--- config.mk ---
export PLATFORM = sky130hd
export DESIGN_NAME = afs_core
export DESIGN_NICKNAME = d
export VERILOG_FILES = /design/src/common/afs_pkg.sv /design/src/core/afs_core.sv
export SDC_FILE = /design/constraint.sdc
export NUM_CORES = 1
export LEC_CHECK = 0
export ABC_CLOCK_PERIOD_IN_PS = 1300
export BUFFER_PORTS_ARGS = -buffer_cell sky130_fd_sc_hd__buf_2
export CORE_MARGIN = 10
export CORE_UTILIZATION = 43
export DETAILED_ROUTE_END_ITERATION = 10
export PLACE_DENSITY = 0.71
export SYNTH_ARGS = -nofsm -noshare
export SYNTH_HDL_FRONTEND = slang
export SYNTH_SLANG_ARGS = --single-unit
--- constraint.sdc ---
create_clock -name clock -period 1.3 [get_ports clock]
set_input_delay 0.26 -clock clock [delete_from_list [all_inputs] [get_ports clock]]
set_output_delay 0.26 -clock clock [all_outputs]
set_load 0.01 [all_outputs]
--- src/common/afs_pkg.sv ---
// constants and carrier types for the analog front end switch control
// assumes a 50 MHz system clock and an avalon-mm register slave
// Overview of operation
// - gain enable closes both gain switches; cleared opens them.
// - amplifier b disabled opens gain and buffer feedback switches.
// - amplifier b disabled leaves all three shared pins as general i/o.
// - enabled amplifier drives output pin; positive pin taken only if selected.
// - negative pin claimed by gain or select; both bypass input resistor.
// - comparator result reads as bit 7 of first control register.
// - result routes to a pin and raises an edge interrupt request.
// - comparator a calibration forces shared positive and negative selects high.
// - comparator b calibration forces shared positive select high.
// - comparator a reference: negative pin at 0, shared pin at 1.
// - comparator b reference: own positive pin at 0, shared pin at 1.
// - five bit offset trim in bits 4..0, reset 10000, driven out.
// - shared positive select bit 7 picks amplifier or pin, resets 1.
// - comparator a interrupt enable bit 3 gates its request, resets 0.
// - comparator a output pin enable bit 2 drives result onto pin.
// - comparator a negative select bit 1 picks reference or pin, resets 1.
// - comparator a enable bit 0 powers down and releases pins when 0.
// - edge field bits 7..6: none, rising, falling, both.
// - comparator b interrupt enable bit 3 gates its request, resets 0.
// - comparator b output pin enable bit 2 drives result onto pin.
// - comparator b positive select bit 1 picks reference or pin, resets 1.
// - comparator b enable bit 0; unimplemented bits read zero.
// - leaving calibration restores written selects; forced bits read as 1.
// - comparator b calibration forces and reads selects as 1, then restores.
// - shared positive select high forces both amplifier routes to 0.
package afs_pkg;
  // word addresses of the register map
  localparam logic [3:0] AFS_A_CAL = 4'h0;
  localparam logic [3:0] AFS_A_PATH = 4'h1;
  localparam logic [3:0] AFS_B_CAL = 4'h2;
  localparam logic [3:0] AFS_B_PATH = 4'h3;
  localparam logic [3:0] AFS_AMP_CTRL = 4'h4;
  localparam logic [3:0] AFS_IRQ_STAT = 4'h5;
  // field positions
  localparam int AFS_RES_BIT = 7;
  localparam int AFS_CALM_BIT = 6;
  localparam int AFS_CREF_BIT = 5;
  localparam int AFS_SPS_BIT = 7;
  localparam int AFS_ES_HI = 7;
  localparam int AFS_ES_LO = 6;
  localparam int AFS_IE_BIT = 3;
  localparam int AFS_OE_BIT = 2;
  localparam int AFS_SEL_BIT = 1;
  localparam int AFS_EN_BIT = 0;
  // amplifier control: enable, gain, pos pin, neg pin, buffer fb, a route, b route
  localparam int AFS_AEN_BIT = 0;
  localparam int AFS_AGN_BIT = 1;
  localparam int AFS_APS_BIT = 2;
  localparam int AFS_ANS_BIT = 3;
  localparam int AFS_ABF_BIT = 4;
  localparam int AFS_ARA_BIT = 5;
  localparam int AFS_ARB_BIT = 6;
  // reset values
  localparam logic [4:0] AFS_TRIM_RST = 5'h10;
  localparam logic AFS_SEL_RST = 1'b1;
  localparam logic [6:0] AFS_AMP_RST = 7'h0c;
  // edge modes
  localparam logic [1:0] AFS_EDGE_NONE = 2'h0;
  localparam logic [1:0] AFS_EDGE_RISE = 2'h1;
  localparam logic [1:0] AFS_EDGE_FALL = 2'h2;
  localparam logic [1:0] AFS_EDGE_BOTH = 2'h3;
  typedef enum logic [1:0] {AFS_IDLE, AFS_DONE} afs_bus_t;
  // comparator software state
  typedef struct packed {
    logic cal_mode;
    logic cal_ref;
    logic [4:0] trim;
    logic int_en;
    logic out_en;
    logic sel;
    logic en;
  } afs_cmp_t;
  // analog switch and pin controls
  typedef struct packed {
    logic gain_switch_a;
    logic gain_switch_b;
    logic buffer_feedback_switch;
    logic bypass_resistor;
    logic pin_pos_claim;
    logic pin_neg_claim;
    logic pin_out_claim;
    logic amp_a_route;
    logic amp_b_route;
    logic shared_positive_select;
    logic cmp_a_neg_select;
    logic cmp_b_pos_select;
    logic cmp_a_ref;
    logic cmp_b_ref;
    logic cmp_a_en;
    logic cmp_b_en;
    logic [4:0] cmp_a_trim;
    logic [4:0] cmp_b_trim;
    logic cmp_a_cal;
    logic cmp_b_cal;
  } afs_analog_t;
  // pin outputs: value and enable per comparator output pin
  typedef struct packed {
    logic a_out;
    logic a_oe;
    logic b_out;
    logic b_oe;
  } afs_pins_t;
endpackage : afs_pkg

--- src/core/afs_core.sv ---
// switch matrix, pin sharing and comparator control for the analog front end
// assumes avalon-mm master with waitrequest and comparator results synchronous-able
//
// Register access over Avalon-MM and the address map were decided locally.
`timescale 1ns/10ps
module afs_core
(
  // clock and reset
  input wire logic clock,
  input wire logic rst,
  // avalon-mm slave
  input wire logic [3:0] address,
  input wire logic read,
  input wire logic write,
  input wire logic [31:0] writedata,
  output logic [31:0] readdata,
  output logic waitrequest,
  output logic [1:0] response,
  // comparator raw results
  input wire logic cmp_a_result,
  input wire logic cmp_b_result,
  // analog side
  output afs_pkg::afs_analog_t analog,
  output afs_pkg::afs_pins_t pins,
  output logic [1:0] irq_req
);
  import afs_pkg::*;

  typedef struct packed {
    afs_cmp_t ca;
    afs_cmp_t cb;
    logic sps;
    logic [1:0] edge_sel;
    logic [6:0] amp;
    logic [1:0] s1;
    logic [1:0] s2;
    logic [1:0] s3;
    logic [1:0] irq;
    afs_bus_t bus;
    logic [31:0] rdata;
    logic [1:0] resp;
    afs_analog_t an;
    afs_pins_t pn;
  } afs_state_t;

  afs_state_t st_q;
  afs_state_t st_d;

  // edge detect per selected mode
  function automatic logic afs_edge(input logic [1:0] mode, input logic now, input logic was);
    case (mode)
      AFS_EDGE_RISE: afs_edge = now & ~was;
      AFS_EDGE_FALL: afs_edge = ~now & was;
      AFS_EDGE_BOTH: afs_edge = now ^ was;
      default: afs_edge = 1'b0;
    endcase
  endfunction : afs_edge

  logic sps_eff;
  logic a_sel_eff;
  logic b_sel_eff;
  logic [7:0] rd8;
  logic [1:0] ev;
  logic hit;

  always_comb
  begin
    st_d = st_q;
    sps_eff = st_q.sps | st_q.ca.cal_mode | st_q.cb.cal_mode;
    a_sel_eff = st_q.ca.sel | st_q.ca.cal_mode;
    b_sel_eff = st_q.cb.sel | st_q.cb.cal_mode;
    // synchronisers; only stage 2 and 3 are used
    st_d.s1 = {cmp_b_result, cmp_a_result};
    st_d.s2 = st_q.s1;
    st_d.s3 = st_q.s2;
    ev[0] = afs_edge(st_q.edge_sel, st_q.s2[0], st_q.s3[0]) & st_q.ca.int_en & st_q.ca.en;
    ev[1] = afs_edge(st_q.edge_sel, st_q.s2[1], st_q.s3[1]) & st_q.cb.int_en & st_q.cb.en;
    hit = 1'b1;
    rd8 = 8'h00;
    case (address)
      AFS_A_CAL: rd8 = {st_q.s2[0], st_q.ca.cal_mode, st_q.ca.cal_ref, st_q.ca.trim};
      AFS_A_PATH: rd8 = {sps_eff, 3'h0, st_q.ca.int_en, st_q.ca.out_en, a_sel_eff,
                         st_q.ca.en};
      AFS_B_CAL: rd8 = {st_q.s2[1], st_q.cb.cal_mode, st_q.cb.cal_ref, st_q.cb.trim};
      AFS_B_PATH: rd8 = {st_q.edge_sel, 2'h0, st_q.cb.int_en, st_q.cb.out_en, b_sel_eff,
                         st_q.cb.en};
      AFS_AMP_CTRL: rd8 = {1'b0, st_q.amp};
      AFS_IRQ_STAT: rd8 = {6'h00, st_q.irq};
      default: hit = 1'b0;
    endcase
    // irq flags: set wins over clear
    if (write && st_q.bus == AFS_IDLE && address == AFS_IRQ_STAT)
      st_d.irq = st_q.irq & ~writedata[1:0];
    st_d.irq = st_d.irq | ev;
    case (st_q.bus)
      AFS_IDLE:
      begin
        if (read || write)
        begin
          st_d.bus = AFS_DONE;
          st_d.resp = hit ? 2'h0 : 2'h2;
          st_d.rdata = {24'h000000, rd8};
          if (write)
          begin
            case (address)
              AFS_A_CAL:
              begin
                st_d.ca.cal_mode = writedata[AFS_CALM_BIT];
                st_d.ca.cal_ref = writedata[AFS_CREF_BIT];
                st_d.ca.trim = writedata[4:0];
              end
              AFS_A_PATH:
              begin
                st_d.sps = writedata[AFS_SPS_BIT];
                st_d.ca.int_en = writedata[AFS_IE_BIT];
                st_d.ca.out_en = writedata[AFS_OE_BIT];
                st_d.ca.sel = writedata[AFS_SEL_BIT];
                st_d.ca.en = writedata[AFS_EN_BIT];
              end
              AFS_B_CAL:
              begin
                st_d.cb.cal_mode = writedata[AFS_CALM_BIT];
                st_d.cb.cal_ref = writedata[AFS_CREF_BIT];
                st_d.cb.trim = writedata[4:0];
              end
              AFS_B_PATH:
              begin
                st_d.edge_sel = writedata[AFS_ES_HI:AFS_ES_LO];
                st_d.cb.int_en = writedata[AFS_IE_BIT];
                st_d.cb.out_en = writedata[AFS_OE_BIT];
                st_d.cb.sel = writedata[AFS_SEL_BIT];
                st_d.cb.en = writedata[AFS_EN_BIT];
              end
              AFS_AMP_CTRL: st_d.amp = writedata[6:0];
              default: st_d.amp = st_q.amp;
            endcase
          end
        end
      end
      AFS_DONE: st_d.bus = AFS_IDLE;
      default: st_d.bus = AFS_IDLE;
    endcase
    // gain and feedback only meaningful while amp enabled
    if (!st_d.amp[AFS_AEN_BIT])
    begin
      st_d.amp[AFS_AGN_BIT] = 1'b0;
      st_d.amp[AFS_ABF_BIT] = 1'b0;
    end
    // analog controls
    st_d.an.gain_switch_a = st_q.amp[AFS_AEN_BIT] & st_q.amp[AFS_AGN_BIT];
    st_d.an.gain_switch_b = st_q.amp[AFS_AEN_BIT] & st_q.amp[AFS_AGN_BIT];
    st_d.an.buffer_feedback_switch = st_q.amp[AFS_AEN_BIT] & st_q.amp[AFS_ABF_BIT];
    st_d.an.pin_out_claim = st_q.amp[AFS_AEN_BIT];
    st_d.an.pin_pos_claim = st_q.amp[AFS_AEN_BIT] & st_q.amp[AFS_APS_BIT];
    st_d.an.pin_neg_claim = st_q.amp[AFS_AEN_BIT]
                            & (st_q.amp[AFS_AGN_BIT] | st_q.amp[AFS_ANS_BIT]);
    st_d.an.bypass_resistor = st_q.amp[AFS_AEN_BIT]
                              & st_q.amp[AFS_AGN_BIT] & st_q.amp[AFS_ANS_BIT];
    st_d.an.amp_a_route = st_q.amp[AFS_ARA_BIT] & ~sps_eff;
    st_d.an.amp_b_route = st_q.amp[AFS_ARB_BIT] & ~sps_eff
                          & ~st_q.amp[AFS_ARA_BIT];
    st_d.an.shared_positive_select = sps_eff;
    st_d.an.cmp_a_neg_select = a_sel_eff;
    st_d.an.cmp_b_pos_select = b_sel_eff;
    st_d.an.cmp_a_ref = st_q.ca.cal_ref;
    st_d.an.cmp_b_ref = st_q.cb.cal_ref;
    st_d.an.cmp_a_en = st_q.ca.en;
    st_d.an.cmp_b_en = st_q.cb.en;
    st_d.an.cmp_a_trim = st_q.ca.trim;
    st_d.an.cmp_b_trim = st_q.cb.trim;
    st_d.an.cmp_a_cal = st_q.ca.cal_mode;
    st_d.an.cmp_b_cal = st_q.cb.cal_mode;
    st_d.pn.a_oe = st_q.ca.en & st_q.ca.out_en;
    st_d.pn.a_out = st_q.ca.en & st_q.ca.out_en & st_q.s2[0];
    st_d.pn.b_oe = st_q.cb.en & st_q.cb.out_en;
    st_d.pn.b_out = st_q.cb.en & st_q.cb.out_en & st_q.s2[1];
    if (rst)
    begin
      st_d = '0;
      st_d.ca.trim = AFS_TRIM_RST;
      st_d.cb.trim = AFS_TRIM_RST;
      st_d.ca.sel = AFS_SEL_RST;
      st_d.cb.sel = AFS_SEL_RST;
      st_d.sps = AFS_SEL_RST;
      st_d.amp = AFS_AMP_RST;
      st_d.bus = AFS_IDLE;
    end
  end

  always_ff @(posedge clock)
  begin
    st_q <= st_d;
  end

  always_comb
  begin
    readdata = st_q.rdata;
    waitrequest = ~(st_q.bus == AFS_DONE);
    response = st_q.resp;
    analog = st_q.an;
    pins = st_q.pn;
    irq_req = st_q.irq;
  end

  // checks
  gain_switch_a: assert property (@(posedge clock) disable iff (rst)
    $rose(st_q.amp[AFS_AGN_BIT] & st_q.amp[AFS_AEN_BIT]) |=> analog.gain_switch_a
                                                          && analog.gain_switch_b)
    else $error("gain switches did not close");
  amp_off_a: assert property (@(posedge clock) disable iff (rst)
    !st_q.amp[AFS_AEN_BIT] |=> !analog.pin_out_claim && !analog.gain_switch_a
                               && !analog.buffer_feedback_switch)
    else $error("amplifier off but pins held");
  cal_force_a: assert property (@(posedge clock) disable iff (rst)
    st_q.ca.cal_mode |=> analog.shared_positive_select && analog.cmp_a_neg_select)
    else $error("calibration a did not force selects");
  cal_b_force_a: assert property (@(posedge clock) disable iff (rst)
    st_q.cb.cal_mode |=> analog.shared_positive_select && analog.cmp_b_pos_select)
    else $error("calibration b did not force selects");
  route_block_a: assert property (@(posedge clock) disable iff (rst)
    analog.shared_positive_select |-> !analog.amp_a_route && !analog.amp_b_route)
    else $error("amplifier route open with pin select");
  irq_gate_a: assert property (@(posedge clock) disable iff (rst)
    $rose(irq_req[0]) |-> $past(st_q.ca.int_en))
    else $error("irq a set while disabled");
  irq_none_a: assert property (@(posedge clock) disable iff (rst)
    st_q.edge_sel == AFS_EDGE_NONE && $past(st_q.edge_sel) == AFS_EDGE_NONE
    |-> !$rose(irq_req[1]))
    else $error("irq set with edges disabled");
  bus_ans_a: assert property (@(posedge clock) disable iff (rst)
    (read || write) && waitrequest |=> !waitrequest ##1 waitrequest)
    else $error("bus answer not one cycle");
  pin_oe_a: assert property (@(posedge clock) disable iff (rst)
    pins.a_oe |-> $past(st_q.ca.en) && $past(st_q.ca.out_en))
    else $error("pin a driven while disabled");
  // amplifier b switches and pins
  gain_open_a: assert property (@(posedge clock) disable iff (rst)
    !st_q.amp[AFS_AGN_BIT]
    |=> !analog.gain_switch_a && !analog.gain_switch_b)
    else $error("gain switches closed without gain");
  fb_switch_a: assert property (@(posedge clock) disable iff (rst)
    analog.buffer_feedback_switch |-> $past(st_q.amp[AFS_AEN_BIT]))
    else $error("feedback switch closed with amplifier off");
  gain_clear_a: assert property (@(posedge clock) disable iff (rst)
    !st_q.amp[AFS_AEN_BIT] |-> !st_q.amp[AFS_AGN_BIT] && !st_q.amp[AFS_ABF_BIT])
    else $error("gain or feedback bit kept with amplifier off");
  amp_off_pins_a: assert property (@(posedge clock) disable iff (rst)
    !st_q.amp[AFS_AEN_BIT] |=> !analog.pin_pos_claim && !analog.pin_neg_claim)
    else $error("input pins claimed with amplifier off");
  out_claim_a: assert property (@(posedge clock) disable iff (rst)
    st_q.amp[AFS_AEN_BIT] |=> analog.pin_out_claim)
    else $error("output pin not claimed");
  pos_claim_a: assert property (@(posedge clock) disable iff (rst)
    analog.pin_pos_claim
    |-> $past(st_q.amp[AFS_AEN_BIT]) && $past(st_q.amp[AFS_APS_BIT]))
    else $error("positive pin claimed without select");
  neg_claim_a: assert property (@(posedge clock) disable iff (rst)
    analog.pin_neg_claim |-> $past(st_q.amp[AFS_AEN_BIT])
    && ($past(st_q.amp[AFS_AGN_BIT]) || $past(st_q.amp[AFS_ANS_BIT])))
    else $error("negative pin claimed without cause");
  bypass_claim_a: assert property (@(posedge clock) disable iff (rst)
    analog.bypass_resistor |-> analog.pin_neg_claim)
    else $error("resistor bypass without negative pin");
  // comparator status and read back
  result_read_a: assert property (@(posedge clock) disable iff (rst)
    read && waitrequest && address == AFS_A_CAL
    |=> readdata[AFS_RES_BIT] == $past(st_q.s2[0]))
    else $error("comparator a result not read back");
  cal_a_read_a: assert property (@(posedge clock) disable iff (rst)
    read && waitrequest && address == AFS_A_PATH && st_q.ca.cal_mode
    |=> readdata[AFS_SPS_BIT] && readdata[AFS_SEL_BIT])
    else $error("forced selects of a not read as one");
  cal_b_read_a: assert property (@(posedge clock) disable iff (rst)
    read && waitrequest && address == AFS_B_PATH && st_q.cb.cal_mode
    |=> readdata[AFS_SEL_BIT])
    else $error("forced select of b not read as one");
  unimpl_a_a: assert property (@(posedge clock) disable iff (rst)
    read && waitrequest && address == AFS_A_PATH |=> readdata[6:4] == 3'h0)
    else $error("unimplemented bits of a not zero");
  unimpl_b_a: assert property (@(posedge clock) disable iff (rst)
    read && waitrequest && address == AFS_B_PATH |=> readdata[5:4] == 2'h0)
    else $error("unimplemented bits of b not zero");
  // comparator analog controls
  ref_a_a: assert property (@(posedge clock) disable iff (rst)
    analog.cmp_a_ref == $past(st_q.ca.cal_ref))
    else $error("reference a not driven");
  ref_b_a: assert property (@(posedge clock) disable iff (rst)
    analog.cmp_b_ref == $past(st_q.cb.cal_ref))
    else $error("reference b not driven");
  cmp_a_en_a: assert property (@(posedge clock) disable iff (rst)
    analog.cmp_a_en == $past(st_q.ca.en))
    else $error("comparator a enable not driven");
  cmp_b_en_a: assert property (@(posedge clock) disable iff (rst)
    analog.cmp_b_en == $past(st_q.cb.en))
    else $error("comparator b enable not driven");
  trim_out_a: assert property (@(posedge clock) disable iff (rst)
    !$past(rst) |-> analog.cmp_a_trim == $past(st_q.ca.trim)
    && analog.cmp_b_trim == $past(st_q.cb.trim))
    else $error("offset trim not driven");
  sps_out_a: assert property (@(posedge clock) disable iff (rst)
    !$past(rst) |-> analog.shared_positive_select
    == $past(st_q.sps | st_q.ca.cal_mode | st_q.cb.cal_mode))
    else $error("shared positive select not driven");
  route_excl_a: assert property (@(posedge clock) disable iff (rst)
    analog.amp_b_route |-> !analog.amp_a_route)
    else $error("both amplifier routes open");
  // output pins and interrupts
  pin_a_val_a: assert property (@(posedge clock) disable iff (rst)
    pins.a_out |-> pins.a_oe)
    else $error("pin a value without enable");
  pin_b_oe_a: assert property (@(posedge clock) disable iff (rst)
    pins.b_oe |-> $past(st_q.cb.en) && $past(st_q.cb.out_en))
    else $error("pin b driven while disabled");
  irq_b_gate_a: assert property (@(posedge clock) disable iff (rst)
    $rose(irq_req[1]) |-> $past(st_q.cb.int_en))
    else $error("irq b set while disabled");
  irq_rise_a: assert property (@(posedge clock) disable iff (rst)
    st_q.edge_sel == AFS_EDGE_RISE && st_q.s2[1] && !st_q.s3[1]
    && st_q.cb.int_en && st_q.cb.en |=> irq_req[1])
    else $error("rising edge missed");
  irq_fall_a: assert property (@(posedge clock) disable iff (rst)
    st_q.edge_sel == AFS_EDGE_FALL && !st_q.s2[1] && st_q.s3[1]
    && st_q.cb.int_en && st_q.cb.en |=> irq_req[1])
    else $error("falling edge missed");
  irq_sticky_a: assert property (@(posedge clock) disable iff (rst)
    irq_req[0] && !(write && address == AFS_IRQ_STAT && writedata[0])
    |=> irq_req[0])
    else $error("irq a flag lost without clear");
  cover_amp_c: cover property (@(posedge clock) analog.bypass_resistor);
  cover_irq_a_c: cover property (@(posedge clock) $rose(irq_req[0]));
  cover_cal_c: cover property (@(posedge clock) $fell(st_q.ca.cal_mode));
  cover_irq_c: cover property (@(posedge clock) $rose(irq_req[1]));
  cover_pin_c: cover property (@(posedge clock) pins.b_oe && pins.b_out);
endmodule : afs_core

==> out/metrics.cfg, run 1 <==
[die]
io_pins=111
die_area_um2=12500
fp-row-count=33
die_w_um=112
die_h_um=112
coreArea_um2=8220
start_util_pct=44.0

[critical_path]
cp_top_family=simple AND/OR/NAND/NOR gates
cp_num_cells=5
cp_slowest_cell=dfxtp_2
critical_path_buf_inv_count=1
crit_end=st_q[101]$_SDFFE_PP0P_
cp-end-kind=flop
cp.arrival_ns=1.53
slowest_delay_ns=0.34
critPathLaunchType=flop
required_ns=1.56
crit_type=flop to flop
r2r_end=st_q[101]$_SDFFE_PP0P_
r2r_cells=5
r2r_start=st_q[66]$_SDFFE_PP0N_
rrSetupSlack_ns=0.03
crit_fanout=4
crit_path_start=st_q[66]$_SDFFE_PP0N_
worstPathCellList=nor2b_4 > and4bb_2 > buf_6 > mux2i_1 > nor2_1

[synthesis]
synth_edf_count=0
ys_async_sr_fraction_pct=0
synth_area_um2=3610
yosysWarningCount=0
yosysSeqAreaShare_pct=44.9
synthCells=385
ys.flop_type=dfxtp_1
post_synth_num_cell_types=52
avgSynthCellArea_um2=9.39
ys_seq_elements=81

[routing]
vias=2635
drt_wl_total_um=8410
ant_nets=0
post_drt_wl_per_cell_um=15.5
drc_errors=0
vias_per_cell=4.84
drt_first_iter_violations=160
firstDrtPassIters=4

[job]
cap_violations=0

[hold_path]
hp-class=input pin to flop

[sta]
fin_ws_ns=0.0337
finalCritPeriodShare_pct=97.4
fin_crit_ns=1.27
skew_ns=0.00839
fmaxAchievable_mhz=790
slew_violations=0
setup_viol=0
hold_violations=0
rsz0062_at_grt=true

[finish]
utilization_pct=49.8
final_nets=480
finalNonFillerCells=544
fin_area_um2=4090
syn_to_final_growth_pct=13.2
drive_above_1_share_pct=31.9
n_antenna_cell=0

[global_route]
grt_max_degree=24
grt_util_all_layers_pct=13.1
grt_first_pass_wirelength_um=13500
grt_pass1_vias=2731
antenna_found_initial=0
grt-ovfl-total=0

[cts]
root_buffer=clkbuf_8
htreeDepth=3
cts.clk_slew.worst_paths_ns=0.09
ctsLongestPathBuffers=2
cts_made_buffers=9
clk_latency_ns=0.36
cts_tree=yes
numClockSinks=81

[pwr]
p_seq_share_pct=52.4
comb_power_share_pct=9.1
power-per-cell-area_nw_per_um2=1190
p_int_mw=3.61
clkPwrFrac_pct=38.5
finalPower_mw=4.85
swShare_pct=25.6
p_sw_mw=1.24
ir_drop_v=0.000616
p_leak_nw=1.89

[place]
dp_cells=526
place.gp.congestion=0.934
placed_area_um2=3800
dp_hpwl_um=6540
preCtsSetupSlack_ns=-0.219
portBuffers=61

[run_status]
run_status=complete, no violations

cells in the mapped netlist, types with 2 or more instances:
master | instances | area [µm²]
buf_6 | 2 | 22.5
and2_1 | 6 | 37.5
and2b_2 | 2 | 17.5
o21ai_0 | 3 | 15.0
o221ai_1 | 2 | 17.5
nor2_1 | 32 | 120
mux2i_1 | 23 | 230
a22o_1 | 3 | 26.3
a211oi_1 | 3 | 22.5
o2bb2ai_1 | 4 | 35.0
a22oi_1 | 2 | 15.0
o211ai_1 | 4 | 30.0
clkbuf_1 | 6 | 22.5
nor4_1 | 2 | 12.5
dfxtp_1 | 81 | 1620
a21oi_1 | 18 | 90.1
nand2b_1 | 2 | 12.5
ha_1 | 4 | 50.1
nand3_1 | 18 | 90.1
buf_2 | 4 | 20.0
clkbuf_8 | 2 | 27.5
and3_1 | 5 | 31.3
and4bb_2 | 2 | 25.0
buf_4 | 70 | 526
nand2_1 | 31 | 116
nor2b_1 | 22 | 138
inv_1 | 7 | 26.3
flip-flops by register name, summed over array words and instances (netlist names):
register,flops
analog,27
irq_req,2
pins,4
readdata,8
response,1
st_q,39
power by group through the flow:
| stage | sequential (mW) | combinational (mW) | clock, mW |
|---|---|---|---|
| 6_report | 2.54 | 0.442 | 1.87 |
| 5_1_grt | 2.55 | 0.483 | 2.04 |
| 4_1_cts | 2.54 | 0.413 | 1.91 |
| 3_5_place_dp | 2.60 | 0.406 | 0 |
| 3_3_place_gp | 2.60 | 0.396 | 0 |
| 2_1_floorplan | 2.59 | 0.312 | 0 |
how the worst min path moves through the flow:
stage,start,end,slack (ns),cells after the start
2_1_floorplan,rst,st_q[66]$_SDFFE_PP0N_,0.35,1
3_3_place_gp,st_q[75]$_SDFF_PP0_,st_q[73]$_SDFF_PP0_,0.42,1
3_5_place_dp,st_q[75]$_SDFF_PP0_,st_q[73]$_SDFF_PP0_,0.42,1
4_1_cts,cmp_b_result,st_q[75]$_SDFF_PP0_,0.1,2
5_1_grt,cmp_b_result,st_q[75]$_SDFF_PP0_,0.1,2
6_report,cmp_b_result,st_q[75]$_SDFF_PP0_,0.11,2
area by class of cell:
class                   count  area, µm²
fillers                   771       4130
well taps                 105        131
multi-input cells         236       1490
repair buffers             98        609
inverters                   8       30.0
clock inverters             7       77.6
flip-flops and latches     81       1630
clock buffers               9        124
what timing repair did:
action,CTS,global route
endpoints found under the setup margin,12,16
hold buffers,0,0
pin swaps,1,2
buffers inserted,1,1
gates resized for setup,5,14
per-layer routing:
metal	up-vias	track usage, %	part of all wire [%]	wire length (µm)
li1	1299	-	-	-
met2	109	20.5	45	3800
met5	-	0	0	0
met4	0	4.88	1.7	144
met3	17	5.58	9.2	771
met1	1210	15.7	44	3690
stage by stage:
| step | hold WS [ns] | setup TNS, ns |
|---|---|---|
| 6_report | 0.112 | 0 |
| 4_1_cts | 0.0982 | -0.000792 |
| 2_1_floorplan | 0.351 | 0 |
| 3_5_place_dp | 0.425 | -4.86 |
| 3_3_place_gp | 0.418 | -3.65 |
| 5_1_grt | 0.0967 | -0.132 |
cell usage in the layout, fill, tap and decap left out, drive strengths merged, types with 2 or more instances in the layout:
| master | n |
|---|---|
| a211oi | 3 |
| a21oi | 18 |
| a221oi | 2 |
| a22o | 3 |
| a22oi | 2 |
| and2 | 6 |
| and2b | 2 |
| and3 | 5 |
| and4bb | 2 |
| buf | 98 |
| clkbuf | 9 |
| clkinv | 4 |
| conb | 25 |
| dfxtp | 81 |
| ha | 4 |
| inv | 10 |
| mux2i | 23 |
| nand2 | 32 |
| nand2b | 2 |
| nand3 | 19 |
| nor2 | 33 |
| nor2b | 22 |
| nor4 | 2 |
| o211ai | 4 |
| o21ai | 4 |
| o221ai | 2 |
| o2bb2ai | 4 |
worst register-to-register path, stage by stage, from the launching register on:
cell      delay, ns
dfxtp_2        0.34
nor2b_4        0.12
and4bb_2       0.31
buf_6          0.14
mux2i_1        0.20
nor2_1         0.06
logic make-up (layout without fill, tap and decap cells):
logic type	Yosys count	count (layout)	synth area share [%]
AO/OA/AOI/OAI	51	51	9.80
AND/OR/NAND/NOR	132	132	19.2
other	1	25	0.104
buffers and inverters	92	122	17.9
multiplexers	24	24	6.68
adder cells (fa/ha/maj)	4	4	1.38
flip-flops	81	81	44.9
Power figures use the tool's default switching activity.
==> run 2: changes to the inputs <==
Settings changed: ABC_AREA set to 1, PLACE_DENSITY 0.71 to 0.72.
==> run 2 against run 1 <==
Against the previous run: synthesized cell count up 18%; worst hold slack worse by 0.0062 ns; clock skew increased by 0.00094 ns; first-iteration DRC count increased by 12%; critical path type is now flop to primary output; count of clock-buffer cells in the layout rose by 3; sequential share of layout area is 1.6 points higher; fmax up 6.1%.
==> out/metrics.cfg, run 2 <==
[finish]
regMostFlops=st_q
n_antenna_cell=0  ; unchanged
drive_above_1_share_pct=23.8  ; -8.0 points
syn_to_final_growth_pct=10.7
largest_reg_flops=39  ; unchanged
fin_area_um2=3930  ; -4.0%
multiInputGateArea_um2=1230  ; -17%
utilization_pct=48.3  ; -1.5 points
seqCellArea_um2=1620  ; -0.23%
final_nets=540  ; +13%
fill_cells=827  ; +7.3%
mostFrequentLayoutCell=dfxtp_1
layout_common_cells=dfxtp_1, buf_2, inv_1

[cts]
clk_latency_ns=0.35  ; about the same
numClockSinks=81  ; unchanged
postCtsSetupBuffers=0  ; -1
root_buffer=clkbuf_8
cts_tree=yes
hold_buffers=0  ; unchanged
cts.clk_slew.worst_paths_ns=0.08  ; about the same
htreeDepth=3  ; unchanged
ctsLongestPathBuffers=2  ; unchanged
cts_made_buffers=9  ; unchanged

[critical_path]
worstPathCellList=inv_1 > buf_2
critPathLaunchType=flop
crit_type=flop to primary output
r2r_end=irq_req[1]$_SDFF_PP0_
required_ns=1.04  ; -0.52 ns
slowest_delay_ns=0.40  ; +0.06 ns
cp_slowest_cell=dfxtp_1
crit_path_start=st_q[66]$_SDFFE_PP0N_
r2r_cells=5  ; unchanged
cp-end-kind=primary output
crit_end=waitrequest
crit_fanout=3  ; -1
cp.arrival_ns=0.93  ; -0.60 ns
r2r_start=st_q[71]$_SDFF_PP0_
rrSetupSlack_ns=0.12  ; +0.09 ns

[pwr]
power-per-cell-area_nw_per_um2=1230  ; +3.3%
p_sw_mw=1.20  ; -3.2%
p_seq_share_pct=53.0  ; +0.6 points
clkPwrFrac_pct=38.4  ; about the same
ir_drop_v=0.000534  ; -13%
p_leak_nw=1.84  ; -3.0%
p_int_mw=3.61  ; about the same
swShare_pct=25.0  ; -0.60 points
comb_power_share_pct=8.6  ; -0.5 points

[run_status]
run_status=complete, no violations

[sta]
skew_ns=0.00933  ; +0.000941 ns
slew_violations=0  ; unchanged
fin_crit_ns=1.19  ; -0.0729 ns
rsz0062_at_grt=false
finalCritPeriodShare_pct=91.8  ; -5.6 points
fmaxAchievable_mhz=838  ; +6.1%
hold_violations=0  ; unchanged
tns_ns=0  ; unchanged
setup_viol=0  ; unchanged

[synthesis]
ys_top_cells_by_area=dfxtp_1, buf_4, a21oi_1, inv_1, nand3_1
yosysSeqAreaShare_pct=45.7  ; +0.85 points
netlist.area_leader.share_pct=45.7  ; +0.85 points
synth_area_um2=3550  ; -1.9%
ys_async_sr_fraction_pct=0  ; unchanged
yosysWarningCount=0  ; unchanged
synth.most_common_cell=dfxtp_1
avgSynthCellArea_um2=7.81  ; -17%
synth_area_leader_cell=dfxtp_1
synth_edf_count=0  ; unchanged
ys.flop_type=dfxtp_1
post_synth_num_cell_types=24  ; -54%
synthCells=454  ; +18%
ys_seq_elements=81  ; unchanged
synthTopCellsByCount=dfxtp_1, buf_4, inv_1

[die]
io_pins=111  ; unchanged
fp-row-count=33  ; unchanged
die_area_um2=12300  ; -1.5%
coreArea_um2=8130  ; -1.0%
start_util_pct=43.6  ; -0.38 points
die_w_um=111  ; -0.77%
die_h_um=111  ; -0.77%

[place]
portBuffers=61  ; unchanged
placed_area_um2=3720  ; -2.2%
place.gp.congestion=0.930  ; -0.44%
dp_hpwl_um=6670  ; +2.0%

[hold_path]
holdPathStages=3  ; +1
hp-class=input pin to flop

[routing]
ant_nets=0  ; unchanged
vias=2780  ; +5.5%
drt_first_iter_violations=179  ; +12%
drc_errors=0  ; unchanged
vias_per_cell=4.60  ; -5.0%
post_drt_wl_per_cell_um=14.3  ; -7.7%
drt_wl_total_um=8620  ; +2.5%
firstDrtPassIters=4  ; unchanged

[global_route]
grt_util_all_layers_pct=14.0  ; +0.88 points
grt_pass1_vias=2845  ; +4.2%
grt_first_pass_wirelength_um=14200  ; +5.2%
grt_max_degree=20  ; -17%
grt-ovfl-total=0  ; unchanged
antenna_found_initial=0  ; unchanged

[job]
cap_violations=0  ; unchanged

## run 2: changes by cell type in the layout (fill, tap and decap cells not counted), sizes merged, moves of 19 or more
cell   delta
o21ai    +34
mux2i    -23
a21oi    +26
inv      +49
nor2b    -22
nand3    +19
nand2    +19
## run 2: final cells by class
cell class              instances  share of cell area (%)
clock buffers                  12                    3.70
clock inverters                 4                    1.34
inverters                      60                    5.74
multi-input cells             256                    31.4
flip-flops and latches         81                    41.3
well taps                     105                    3.35
repair buffers                 86                    13.2
## run 2: kinds of logic (layout without fill, tap and decap cells)
kind of cell	count (synthesis)	count (layout)	synth area share, %
AND/OR/NAND/NOR	141	141	18.0
buffers and inverters	141	162	22.4
AO/OA/AOI/OAI	86	86	12.4
flip-flops	81	81	45.7
adder cells (fa/ha/maj)	4	4	1.41
other	1	25	0.106
## run 2: critical path: cells and delay by family, from the launching register on
kind     cells  cell delay (ns)
buf+inv      2             0.18
flops        1             0.40
## run 2: how the worst min path moves through the flow
stage,slack [ns],end,startpoint
2_1_floorplan,0.34,analog[21]$_SDFF_PP0_,rst
3_3_place_gp,0.39,st_q[73]$_SDFF_PP0_,st_q[75]$_SDFF_PP0_
3_5_place_dp,0.40,st_q[72]$_SDFF_PP0_,st_q[74]$_SDFF_PP0_
4_1_cts,0.10,st_q[75]$_SDFF_PP0_,cmp_b_result
5_1_grt,0.11,st_q[74]$_SDFF_PP0_,cmp_a_result
6_report,0.11,st_q[74]$_SDFF_PP0_,cmp_a_result
## run 2: per-stage QoR
step	worst slack, ns	hold WS, ns	power, mW	instances
floorplan	0.136	0.343	2.91	478
global placement	-0.0871	0.391	3.01	588
detailed placement	-0.0865	0.399	3.01	588
CTS	0.0532	0.101	4.84	604
global route	0.0156	0.106	4.99	604
finish	0.107	0.106	4.81	604
## run 2: metal layers
layer / global-route usage, % / wire length (µm)
met5: 0 / 0
met4: 8.16 / 197
met3: 4.11 / 658
met2: 21.6 / 3930
met1: 17.0 / 3840
## run 2: power by group through the flow
stage          registers [mW]  logic [mW]  clock network [mW]
6_report                 2.55       0.412                1.85
4_1_cts                  2.55       0.407                1.88
3_3_place_gp             2.61       0.398                   0
2_1_floorplan            2.60       0.307                   0
3_5_place_dp             2.61       0.403                   0
5_1_grt                  2.56       0.461                1.98
## run 2: timing repair
action / 4_1_cts / 5_1_grt
setup endpoints to repair: 2 / 5
pin swaps: 0 / 1
resized for setup: 1 / 2
endpoints found under the hold margin: 0 / 0
==> run 3: changes to the inputs <==
Settings changed: GPL_TIMING_DRIVEN set to 0.
==> run 3 against run 2 <==
Against the previous run: worst setup slack got worse by 0.039 ns; sequential share of layout area decreased by 3.6 points; flip-flop and latch count unchanged; final area is 9.7% higher; final cell count rose by 10%; count of clock-buffer cells in the layout decreased by 1; fmax fell by 3.2%; wire length increased by 8.3%; first-iteration DRC count shrank 11%.
==> out/metrics.cfg, run 3 (same netlist as run 2, synthesis figures left out) <==
[place]
portBuffers=61  ; unchanged
placed_area_um2=4070  ; +9.6%
dp_cells=644  ; +9.5%
dp_hpwl_um=7230  ; +8.3%
place.gp.congestion=0.900  ; -3.3%

[global_route]
busiest_layer=met2
grt_util_all_layers_pct=14.8  ; +0.79 points
grt_max_degree=14  ; -30%
met2_usage_pct=23.5  ; +2.0 points
use_met1_pct=18.2  ; +1.2 points
grt_first_pass_wirelength_um=14900  ; +4.8%
grt-ovfl-total=0  ; unchanged
grt_pass1_vias=2922  ; +2.7%
antenna_found_initial=0  ; unchanged
grt_use_met3_pct=4.44  ; +0.32 points

[pwr]
p_leak_nw=2.12  ; +16%
ir_drop_v=0.000464  ; -13%
power-per-cell-area_nw_per_um2=1090  ; -11%
finalPower_mw=4.68  ; -2.7%

[die]
die_h_um=111  ; unchanged
start_util_pct=43.6  ; unchanged
die_area_um2=12300  ; unchanged
coreArea_um2=8130  ; unchanged
fp-row-count=33  ; unchanged
io_pins=111  ; unchanged
die_w_um=111  ; unchanged

[critical_path]
crit_fanout=10  ; +7
critPathLaunchType=flop
crit_type=flop to flop
cp.arrival_ns=1.48  ; +0.55 ns
cp_top_family=flip-flops
cp-end-kind=flop
slowest_delay_ns=0.35  ; -0.05 ns
critical_path_buf_inv_count=2  ; unchanged
worstPathCellList=nor2_4 > buf_4 > nand2_2 > buf_4 > o21ai_1 > a21oi_1
required_ns=1.55  ; +0.51 ns
crit_path_frequent_cell=buf_4
cp_slowest_cell=dfxtp_2

[routing]
firstDrtPassIters=4  ; unchanged
drt_first_iter_violations=160  ; -11%
vias_per_cell=4.52  ; -1.7%
drc_errors=0  ; unchanged
drt_wl_total_um=9340  ; +8.3%
ant_nets=0  ; unchanged
post_drt_wl_per_cell_um=14.0  ; -1.7%
vias=3009  ; +8.2%

[finish]
regMostFlops=st_q
n_antenna_cell=0  ; unchanged
final_nets=601  ; +11%
layout_common_cells=dfxtp_1, buf_4, buf_2
fill_cells=817  ; -1.2%
mostFrequentLayoutCell=dfxtp_1
fin_area_um2=4310  ; +9.7%
largest_reg_flops=39  ; unchanged
finalNonFillerCells=665  ; +10%
syn_to_final_growth_pct=21.4
drive_above_1_share_pct=32.0  ; +8.1 points

[sta]
rsz0062_at_grt=true
fmaxAchievable_mhz=811  ; -3.2%
slew_violations=0  ; unchanged
tightestPinTransition_ns=0.590
finalCritPeriodShare_pct=94.8  ; +3.0 points
fin_crit_ns=1.23  ; +0.0395 ns
relSlewSlack_pct=60.7
skew_ns=0.0101  ; +0.000776 ns
holdWs_ns=0.106  ; +0.000369 ns
setup_viol=0  ; unchanged
hold_violations=0  ; unchanged

[run_status]
run_status=complete, no violations

[cts]
clk_latency_ns=0.35  ; about the same
ctsLongestPathBuffers=2  ; unchanged
cts_made_buffers=9  ; unchanged
htreeDepth=3  ; unchanged
cts_tree=yes
hold_buffers=0  ; unchanged
root_buffer=clkbuf_8
cts.clk_slew.worst_paths_ns=0.08  ; about the same
numClockSinks=81  ; unchanged

[job]
cap_violations=0  ; unchanged

[hold_path]
hp-class=input pin to flop

## run 3: cell types whose count changed in the layout (fill, tap and decap cells not counted), sizes merged
cell	previous run	this run
clkbuf	12	18
clkinvlp	3	1
buf	86	140
bufinv	1	0
clkinv	1	5
## run 3: cell type report
class	instances	area (µm²)	area share (%)
Multi-Input combinational cell	256	1240	28.7
Tap cell	105	131	3.05
Timing Repair Buffer	66	343	7.96
Sequential cell	81	1620	37.7
Clock buffer	11	141	3.28
Clock inverter	5	31.3	0.726
Inverter	60	228	5.29
Buffer	81	572	13.3
## run 3: worst reg2reg max path, stage by stage, from the launching register on
cell	delay, ns
dfxtp_2	0.35
nor2_4	0.17
buf_4	0.14
nand2_2	0.08
buf_4	0.21
o21ai_1	0.13
a21oi_1	0.05
## run 3: per-stage QoR
step           util, %  setup WS (ns)  setup TNS, ns
3_3_place_gp      50.1         -0.346          -9.99
4_1_cts           52.3         0.0133              0
2_1_floorplan        -          0.136              0
3_5_place_dp      50.1         -0.336         -10.45
6_report          52.9         0.0671              0
5_1_grt           52.9        -0.0494         -0.111
## run 3: power breakdown
group | switching (mW) | internal, mW
clock | 0.919 | 0.740
sequential | 0.0250 | 2.53
combinational | 0.288 | 0.180
total | 1.23 | 3.45
## run 3: final timing paths
| kind | startpoint | to | slack, ns | depth (start not counted) |
|---|---|---|---|---|
| max | st_q[66]$_SDFFE_PP0N_ | st_q[93]$_SDFFE_PP0P_ | 0.07 | 6 |
| max reg2reg | st_q[66]$_SDFFE_PP0N_ | st_q[93]$_SDFFE_PP0P_ | 0.07 | 6 |
| min | cmp_b_result | st_q[75]$_SDFF_PP0_ | 0.11 | 3 |
| min reg2reg | st_q[74]$_SDFF_PP0_ | st_q[72]$_SDFF_PP0_ | 0.40 | 2 |
## run 3: per-layer routing
layer / wire, µm / vias up
li1: - / 1553
met1: 4160 / 1345
met2: 4310 / 98
met3: 688 / 13
met4: 182 / 0
met5: 0 / -
## run 3: timing repair
action,4_1_cts,5_1_grt
buffers inserted,0,5
pin swaps,1,5
resized for setup,1,11
setup endpoints to repair,18,17
